--- src/shared/tick_timer_pkg.sv ---
// Purpose: Constants and types shared by the periodic tick timer.
// Assumes: APB with 32-bit data, one word per register.
// Notes:   Offsets are byte addresses.
package tick_timer_pkg;
   localparam logic [11:0] OFF_COUNT_VALUE    = 12'h000;
   localparam logic [11:0] OFF_CONTROL_STATUS = 12'h004;
   localparam logic [11:0] OFF_IRQ_STATUS     = 12'h008;
   localparam logic [11:0] OFF_IRQ_MASK       = 12'h00C;
   localparam logic [11:0] OFF_POWER_MODE     = 12'h010;

   localparam int unsigned BIT_ROLLOVER  = 5;
   localparam int unsigned BIT_IRQ_EN    = 4;
   localparam int unsigned BIT_COUNT_EN  = 3;

   localparam logic [7:0] RST_COUNT_VALUE    = 8'h00;
   localparam logic [7:0] RST_CONTROL_STATUS = 8'h00;
   localparam logic [1:0] RST_POWER_MODE     = 2'h0;
   localparam logic [7:0] PRESCALE_RESET     = 8'h00;
   localparam logic [7:0] COUNT_MAX          = 8'hFF;

   typedef enum logic [1:0] {MODE_RUN, MODE_WAIT, MODE_HALT} power_mode_e;

   typedef struct packed {
      logic       irq_enable;
      logic       count_enable;
      logic [2:0] divider_select;
   } tick_ctrl_s;
endpackage

--- src/hw/tick_prescaler.sv ---
// Purpose: Power-of-two prescaler producing one-cycle ticks.
// Assumes: Single pclk domain.
// Notes:   Division is 2 to the power of select plus one.
`timescale 1ns/10ps
module tick_prescaler
(
   // Clock and reset
   input  wire logic       pclk,
   input  wire logic       presetn,
   // Control
   input  wire logic       run,
   input  wire logic [2:0] divider_select,
   // Tick out
   output logic            tick
);
   import tick_timer_pkg::*;

   logic [7:0] div_q;
   logic [7:0] mask;

   // Low bits that must all be one for the chosen factor
   assign mask = 8'(({1'b0, 8'hFF} << ({1'b0, divider_select} + 4'h1)) >> 9'h000) ^ 8'hFF;
   assign tick = run && ((div_q & mask) == mask); // [RULE9]

   always_ff @(posedge pclk or negedge presetn)
   begin
      if (!presetn)
         div_q <= PRESCALE_RESET;
      else if (!run)
         div_q <= PRESCALE_RESET; // [RULE7]
      else
         div_q <= div_q + 8'h01; // [RULE8]
   end
endmodule

--- src/hw/periodic_tick_timer.sv ---
// Purpose: 8-bit free-running tick counter with prescaler and APB registers.
// Assumes: APB slave, zero wait states, pclk at 25 MHz.
// Notes:   Interrupt via rollover flag and enable, or sticky status and mask; level output.
//
// The implementer's own choices: the register addresses and the APB interface to the registers.
`timescale 1ns/10ps

// Overview of operation
// [RULE1] With count enable set the counter counts up from its held value on each prescaler tick.
// [RULE2] A wrap from FFh to 00h sets the rollover flag.
// [RULE3] An interrupt request stands while rollover flag and its enable are both set.
// [RULE4] Software may write the counter at any time and counting continues from that value.
// [RULE5] Reading the control/status register clears the rollover flag; only hardware sets it.
// [RULE6] Writes to the rollover flag position leave it unchanged.
// [RULE7] With count enable clear the counter is frozen and the prescaler held in reset.
// [RULE8] With count enable set and the mode not halt, both prescaler and counter run.
// [RULE9] The divider select code n divides the clock by two to the power n plus one.
// [RULE10] The top two control/status bits always read as zero.
// [RULE11] Wait mode leaves the counter running; halt mode stops it.
// [RULE12] Interrupt enable, count enable and divider select read back as written.
// [RULE13] A rollover in the same cycle as a status read leaves the flag set.
module periodic_tick_timer
(
   // Clock and reset
   input  wire logic        pclk,
   input  wire logic        presetn,
   // APB slave
   input  wire logic        psel,
   input  wire logic        penable,
   input  wire logic        pwrite,
   input  wire logic [11:0] paddr,
   input  wire logic [31:0] pwdata,
   input  wire logic [3:0]  pstrb,
   output logic [31:0]      prdata,
   output logic             pready,
   output logic             pslverr,
   // Interrupt
   output logic             irq
);
   import tick_timer_pkg::*;

   logic [7:0]  count_q;
   tick_ctrl_s  ctrl_q;
   logic        rollover_q;
   logic        irq_status_q;
   logic        irq_mask_q;
   power_mode_e mode_q;
   logic [31:0] prdata_q;
   logic        pslverr_q;
   logic        access;
   logic        wr;
   logic        rd;
   logic        run;
   logic        tick;
   logic        wrap;
   logic        lane0;

   function automatic logic hit(input logic [11:0] a, input logic [11:0] off);
      hit = (a == off);
   endfunction

   function automatic logic mapped(input logic [11:0] a);
      mapped = hit(a, OFF_COUNT_VALUE) || hit(a, OFF_CONTROL_STATUS) ||
               hit(a, OFF_IRQ_STATUS) || hit(a, OFF_IRQ_MASK) ||
               hit(a, OFF_POWER_MODE);
   endfunction

   assign access  = psel && penable;
   assign wr      = access && pwrite && mapped(paddr);
   assign rd      = access && !pwrite && mapped(paddr);
   assign lane0   = pstrb[0];
   assign pready  = 1'b1;
   assign prdata  = prdata_q;
   assign pslverr = pslverr_q;

   // Halt stops counting, wait does not
   assign run  = ctrl_q.count_enable && (mode_q != MODE_HALT); // [RULE11] [RULE8]
   assign wrap = tick && (count_q == COUNT_MAX);

   tick_prescaler u_prescaler
   (
      .pclk           (pclk),
      .presetn        (presetn),
      .run            (run),
      .divider_select (ctrl_q.divider_select),
      .tick           (tick)
   );

   // Counter value
   always_ff @(posedge pclk or negedge presetn)
   begin
      if (!presetn)
         count_q <= RST_COUNT_VALUE;
      else if (wr && lane0 && hit(paddr, OFF_COUNT_VALUE))
         count_q <= pwdata[7:0]; // [RULE4]
      else if (tick)
         count_q <= count_q + 8'h01; // [RULE1]
   end

   // Control fields
   always_ff @(posedge pclk or negedge presetn)
   begin
      if (!presetn)
         ctrl_q <= tick_ctrl_s'(RST_CONTROL_STATUS[4:0]);
      else if (wr && lane0 && hit(paddr, OFF_CONTROL_STATUS))
         ctrl_q <= tick_ctrl_s'(pwdata[4:0]); // [RULE12]
   end

   // Rollover flag: set wins over read clear, writes ignored
   always_ff @(posedge pclk or negedge presetn)
   begin
      if (!presetn)
         rollover_q <= 1'b0;
      else if (wrap)
         rollover_q <= 1'b1; // [RULE2] [RULE13] [RULE6]
      else if (rd && hit(paddr, OFF_CONTROL_STATUS))
         rollover_q <= 1'b0; // [RULE5]
   end

   // Sticky interrupt status, write one to clear
   always_ff @(posedge pclk or negedge presetn)
   begin
      if (!presetn)
         irq_status_q <= 1'b0;
      else if (wrap)
         irq_status_q <= 1'b1;
      else if (wr && lane0 && hit(paddr, OFF_IRQ_STATUS) && pwdata[BIT_ROLLOVER])
         irq_status_q <= 1'b0;
   end

   always_ff @(posedge pclk or negedge presetn)
   begin
      if (!presetn)
         irq_mask_q <= 1'b0;
      else if (wr && lane0 && hit(paddr, OFF_IRQ_MASK))
         irq_mask_q <= pwdata[BIT_ROLLOVER];
   end

   // Power mode of the surrounding CPU
   always_ff @(posedge pclk or negedge presetn)
   begin
      if (!presetn)
         mode_q <= power_mode_e'(RST_POWER_MODE);
      else if (wr && lane0 && hit(paddr, OFF_POWER_MODE))
      begin
         case (pwdata[1:0])
            2'h1:    mode_q <= MODE_WAIT;
            2'h2:    mode_q <= MODE_HALT;
            default: mode_q <= MODE_RUN;
         endcase
      end
   end

   // Level request: flag with enable, or sticky bit with mask
   always_ff @(posedge pclk or negedge presetn)
   begin
      if (!presetn)
         irq <= 1'b0;
      else
         irq <= (rollover_q && ctrl_q.irq_enable) || (irq_status_q && irq_mask_q); // [RULE3]
   end

   // Read data and error response
   always_ff @(posedge pclk or negedge presetn)
   begin
      if (!presetn)
      begin
         prdata_q  <= 32'h0000_0000;
         pslverr_q <= 1'b0;
      end
      else
      begin
         pslverr_q <= psel && !penable && !mapped(paddr);
         if (psel && !penable && !pwrite)
         begin
            case (paddr)
               OFF_COUNT_VALUE:
                  prdata_q <= {24'h000000, count_q};
               OFF_CONTROL_STATUS:
                  prdata_q <= {24'h000000, 2'h0, rollover_q, ctrl_q}; // [RULE10]
               OFF_IRQ_STATUS:
                  prdata_q <= {26'h0000000, irq_status_q, 5'h00};
               OFF_IRQ_MASK:
                  prdata_q <= {26'h0000000, irq_mask_q, 5'h00};
               OFF_POWER_MODE:
                  prdata_q <= {30'h00000000, 2'(mode_q)};
               default:
                  prdata_q <= 32'h0000_0000;
            endcase
         end
      end
   end
endmodule

--- config.mk ---
export PLATFORM = sky130hd
export DESIGN_NAME = periodic_tick_timer
export DESIGN_NICKNAME = d
export VERILOG_FILES = /design/src/shared/tick_timer_pkg.sv /design/src/hw/tick_prescaler.sv /design/src/hw/periodic_tick_timer.sv
export SDC_FILE = /design/constraint.sdc
export NUM_CORES = 1
export LEC_CHECK = 0
export BUFFER_PORTS_ARGS = -buffer_cell sky130_fd_sc_hd__buf_2
export CAP_MARGIN = 40
export CORE_MARGIN = 3
export CORE_UTILIZATION = 45
export DETAILED_ROUTE_END_ITERATION = 10
export GPL_ROUTABILITY_DRIVEN = 0
export PLACE_DENSITY_LB_ADDON = 0.2
export SLEW_MARGIN = 20
export SYNTH_ARGS = -nofsm -noshare
export SYNTH_HDL_FRONTEND = slang
export SYNTH_HIERARCHICAL = 1
export SYNTH_SLANG_ARGS = --single-unit
export TNS_END_PERCENT = 100
--- constraint.sdc ---
create_clock -name pclk -period 4.9 [get_ports pclk]
set_clock_uncertainty 0.2 [all_clocks]
set_input_delay 1.47 -clock pclk [delete_from_list [all_inputs] [get_ports pclk]]
set_output_delay 1.47 -clock pclk [all_outputs]
set_load 0.01 [all_outputs]
# After elaboration in Yosys (flattened, before gate mapping)
# Index checks and enable logic that the tools add are counted.
totals:
  ff_bits: 60
  output_inout_bits: 35
  in_bits: 53
  wordCells: 69
op_classes:
  n_eq_ne: 9
  n_addsub: 3
  mux: 9
  n_shift: 1
  bitwise_logic: 2
  reduce_logical: 33
op_table:
  columns: ["cell", "n"]
  rows:
  - ["one-hot mux 8 bit (5 select lines)", 1]
  - ["equality test 12 x 4 -> 1 bit, second input constant", 2]
  - ["2-to-1 mux 8 bit", 3]
  - ["logical AND 1 bit", 21]
  - ["adder 8 x 1 -> 8 bit, second input constant", 2]
  - ["equality test 12 x 3 -> 1 bit, second input constant", 1]
  - ["equality test 12 x 5 -> 1 bit, second input constant", 1]
  - ["logical NOT 12 bit", 1]
  - ["AND 8 bit", 1]
  - ["equality test 8 bit", 1]
  - ["equality test 8 bit, second input constant", 1]
  - ["inverter 8 bit", 1]
  - ["left shift 8 x 4 -> 8 bit, first input constant", 1]
  - ["nonzero test 2 bit", 3]
  - ["logical OR 1 bit", 5]
  - ["adder 3 x 1 -> 4 bit, second input constant", 1]
  - ["2-to-1 mux 1 bit", 4]
  - ["one-hot mux 2 bit (2 select lines)", 1]
  - ["logical NOT 1 bit", 3]
  - ["equality test 2 x 1 -> 1 bit, second input constant", 1]
  - ["equality test 2 bit, second input constant", 1]
  - ["!= test 2 bit, second input constant", 1]

# Depth between registers and ports, before layout
depth:
  word_depth: 11
  ltp_mapped: 9
  ltp_nobuf: 9

# Cells and area by module
# The synthesis kept the hierarchy.
modules_own_cells:
  columns: ["module", "cells_per_inst", "area_per_inst_um2", "seq_area_each_um2", "n_inst"]
  rows:
  - ["periodic_tick_timer", 161, 1671.6, 700.7, 1]
  - ["tick_prescaler", 44, 457.9, 200.2, 1]

# Worst setup path before layout
# No wires, ideal clock.
synth_path:
  kind: "input port to flip-flop"
  start: "input port paddr[9]"
  end: "register count_q[0]"
  setup_ns: 0.125
  arrival_ns: 2.593
  path_buffers: 0
  t_required_ns: 4.575
  path_stages: 4
  slack_ns: 1.982
  path_cell_list: "nor4_4 nand4_1 nor3_4 mux2_2"
synth_via:
  elab_chain_cells: 9
  elab_cells_between_ends: 14
  classes_between: "eq/ne (4); mux (1); reduce/logical (9)"
synth_lines:
  columns: ["item", "line_no", "text"]
  rows:
  - ["start, declared", "periodic_tick_timer.sv:31", "input wire logic [11:0] paddr,"]
  - ["equality test 12 x 3 -> 1 bit or logical NOT 12 bit (tied branches)", "periodic_tick_timer.sv:59", "hit = (a == off);"]
  - ["logical OR 1 bit (2 in a row)", "periodic_tick_timer.sv:63", "mapped = hit(a, OFF_COUNT_VALUE) || hit(a, OFF_CONTROL_STATUS) ||"]
  - ["logical OR 1 bit (2 in a row)", "periodic_tick_timer.sv:64", "hit(a, OFF_IRQ_STATUS) || hit(a, OFF_IRQ_MASK) ||"]
  - ["logical AND 1 bit", "periodic_tick_timer.sv:69", "assign wr = access && pwrite && mapped(paddr);"]
  - ["logical AND 1 bit", "periodic_tick_timer.sv:94", "else if (wr && lane0 && hit(paddr, OFF_COUNT_VALUE))"]
  - ["logical AND 1 bit (*)", "periodic_tick_timer.sv:94", null]
  - ["2-to-1 mux 8 bit or nonzero test 2 bit (tied branches)", null, null]
  - ["end signal, assigned", "periodic_tick_timer.sv:95", "count_q <= pwdata[7:0];"]
  - ["end signal, assigned", "periodic_tick_timer.sv:97", "count_q <= count_q + 8'h01;"]
  - ["end, declared", "periodic_tick_timer.sv:42", "logic [7:0] count_q;"]
# Every way passes the cells marked *; elsewhere a longest branch is shown, timed or not.
# A chain may end at the register's enable or synchronous reset.

# Worst setup path in the final report
layout_path:
  start: "input port paddr[4]"
  end: "register count_q[2]"
# Same word-level chain as after synthesis.

==> impl_metrics.env <==
export IMPL_status="finished, final reports clean"
export IMPL_dpl_cell_count=285
export IMPL_route_vias_total=1481
export IMPL_worstSkewPairLatency_ns=0.29
export IMPL_die_h_um=74.79
export IMPL_fin_ws_ns=1.937
export IMPL_max_slew_margin_pct=65.68
export IMPL_worst_path_max_delay_cell="sky130_fd_sc_hd__nor3_4"
export IMPL_cts_repair_timing_setup_buffer_count=0
export IMPL_die_footprint_um2=5594
export IMPL_globalRouteMet1Util_pct=22.97
export IMPL_cts_max_path_buffers=2
export IMPL_max_stage_delay_ns=0.40
export IMPL_worst_slew_pin_slew_ns=0.5135
export IMPL_number_of_global_route_vias_before_repair=1291
export IMPL_post_route_period_util_pct=60.48
export IMPL_area_growth_synth_to_final_pct=11.57
export IMPL_power_ir_vdd_worst_v=0.0001354
export IMPL_synth_seq_cells=36
export IMPL_crit_path_max_fanout=12
export IMPL_first_iter_violations=80
export IMPL_use_met3_pct=3.605
export IMPL_gr_busiest_metal="met1"
export IMPL_detail_route_wirelength_mm=3.898
export IMPL_met2_use_gr_pct=20.39
export IMPL_timing_final_max_slew_violations=0
export IMPL_drv_cap=0
export IMPL_finish_instance_area_um2=2376
export IMPL_path_cells="buf_2 -> nor4_1 -> nand4_1 -> nor3_4 -> mux2_2"
export IMPL_global_route_overflow_total=0
export IMPL_timing_critical_path_to_type="flop"
export IMPL_maximum_number_of_pins_on_one_net_before_global_route_repair=37
export IMPL_numCtsBuffers=5
export IMPL_cts_sinks=36
export IMPL_setup_total_negative_slack_ns=0
export IMPL_postSynthCellCount=205
export IMPL_route_antenna_remaining_nets=0
export IMPL_ys_types=43
export IMPL_synthArstFlopShare_pct=100.0
export IMPL_floorplan_die_width_um=74.79
export IMPL_critical_path_class="input port to flop"
export IMPL_vias_per_cell=5.020
export IMPL_cts_resized=0
export IMPL_dpl_hpwl_mm=2.914
export IMPL_ctsHtreeMaxLevel=2
export IMPL_crit_start="paddr[4]"
export IMPL_rows=24
export IMPL_hold_viol_final=0
export IMPL_worstHoldPathType="flop to flop"
export IMPL_initial_core_util_pct=47.60
export IMPL_worst_endpoint_data_arrival_time_ns=2.94
export IMPL_firstDrtPassIters=4
export IMPL_number_of_antenna_violations_at_the_first_check_in_global_routing=0
export IMPL_mostFrequentLayoutCells="sky130_fd_sc_hd__dfrtp_1 (36), sky130_fd_sc_hd__buf_2 (36), sky130_fd_sc_hd__conb_1 (25), sky130_fd_sc_hd__nand2_1 (20), sky130_fd_sc_hd__mux2_2 (16)"
export IMPL_design_portCount=88
export IMPL_core_region_area_um2=4474
export IMPL_timing_final_setup_violations=0
export IMPL_postSynth_topFlopCell="sky130_fd_sc_hd__dfrtp_1"
export IMPL_final_period_minus_worst_setup_slack_ns=2.963
export IMPL_grtUsageTotal_pct=15.06
export IMPL_cts_hold_fix_bufs=0
export IMPL_synth_seq_area_share_pct=42.30
export IMPL_finish_net_count=299
export IMPL_crit_reg2reg_launch="ctrl_q[0]"
export IMPL_place_area_um2=2243
export IMPL_power_leakage_nw=1.203
export IMPL_clkSlewWorstSetupHoldPaths_ns=0.08
export IMPL_synth_edf_count=0
export IMPL_netlist_area_um2=2130
export IMPL_hold_start="prdata[7]"
export IMPL_grt_pass1_wl_mm=6.216
export IMPL_port_buffers=35
export IMPL_ys_warn_count=6
export IMPL_root_buffer="sky130_fd_sc_hd__clkbuf_8"
export IMPL_insertedDiodeCount=0
export IMPL_dpl_worst_slack_ns=1.633
export IMPL_max_freq_mhz=337.5
export IMPL_critical_path_required_ns=4.88
export IMPL_power_density_nw_per_um2=252.2
export IMPL_rsz_0062_raised_after_global_routing="false"
export IMPL_layout_drive_gt1_share_pct=27.57
export IMPL_detail_route_drc_violations=0
export IMPL_cts_tree="yes"
export IMPL_routed_length_per_instance_um=13.21
export IMPL_crit_path_start_kind="input port"
export IMPL_syn_area_per_cell_um2=10.39
export IMPL_finalNonFillerCells=295
-- worst max-delay path, delay by kind of cell --
kind / cells / cell delay [ns]
mux: 1 / 0.39
buf+inv: 1 / 0.17
simple gates: 3 / 0.90
-- cells in the mapped netlist (all sizes together) (5+ instances only) --
cell type | count | area, um^2
and2 | 7 | 43.79
xnor2 | 9 | 78.83
nand4 | 5 | 31.28
nand2 | 20 | 75.07
o21ai | 9 | 45.04
nand3 | 7 | 35.03
mux2i | 6 | 60.06
dfrtp | 36 | 900.9
mux2 | 16 | 180.2
and3 | 5 | 36.28
nor2 | 9 | 33.78
buf | 28 | 205.2
-- kinds of logic (layout without fill, tap and decap cells) --
| kind of cell | count (synthesis) | count (layout) | share of synthesized area (%) |
|---|---|---|---|
| AOI/OAI and AO/OA | 22 | 22 | 6.463 |
| xor gates and xnor gates | 13 | 13 | 5.347 |
| adders and majority gates | 4 | 4 | 2.350 |
| buffers and inverters | 34 | 49 | 10.69 |
| DFF | 36 | 36 | 42.30 |
| muxes | 23 | 23 | 12.34 |
| other | 2 | 25 | 0.3527 |
| and+or+nand+nor | 71 | 71 | 20.15 |
-- through the flow --
step	utilization (%)	hold WS, ns	total power [mW]
5_1_grt	53.10	0.3080	0.6233
3_3_place_gp	50.14	0.2619	0.3458
3_5_place_dp	50.14	0.2657	0.3459
4_1_cts	52.54	0.2833	0.6056
6_report	53.10	0.2719	0.5992
2_1_floorplan	-	0.2766	0.3393
-- cell type report --
type	count	area (um^2)
fillers	433	2098
repair buffers	37	200.2
clock buffers	6	72.57
well taps	52	65.06
flip-flops and latches	36	900.9
multi-input cells	158	1087
clock inverters	2	35.03
inverters	4	15.01
-- routing by layer --
| layer | vias to the layer above | part of all wire [%] | routed length (um) |
|---|---|---|---|
| met5 | - | 0 | 0 |
| met4 | 0 | 1.4 | 55 |
| met3 | 7 | 4.6 | 181 |
| met2 | 37 | 44 | 1720 |
| met1 | 692 | 50 | 1942 |
| li1 | 745 | - | - |
-- state kept, by name, summed over array words and instances, names as in the netlist --
signal	count
irq_status_q	1
count_q	8
prdata	8
mode_q	2
irq	1
u_prescaler/div_q	8
rollover_q	1
irq_mask_q	1
pslverr	1
ctrl_q	5
-- power by group --
group | internal, mW | switching [mW]
combinational | 0.0144 | 0.0298
clock | 0.151 | 0.106
sequential | 0.297 | 0.000195
total | 0.463 | 0.136
-- path summary, 6_finish.rpt --
check                                             to  slack [ns]  cells after the start
min in group asynchronous                        irq        0.83                      1
worst min register to register             prdata[7]        0.27                      2
worst min-delay path                       prdata[7]        0.27                      2
worst max register to register            count_q[7]        2.11                      9
max in group asynchronous       u_prescaler/div_q[2]        3.24                      2
worst max-delay path                      count_q[2]        1.94                      5
Power figures use the tool's default switching activity.
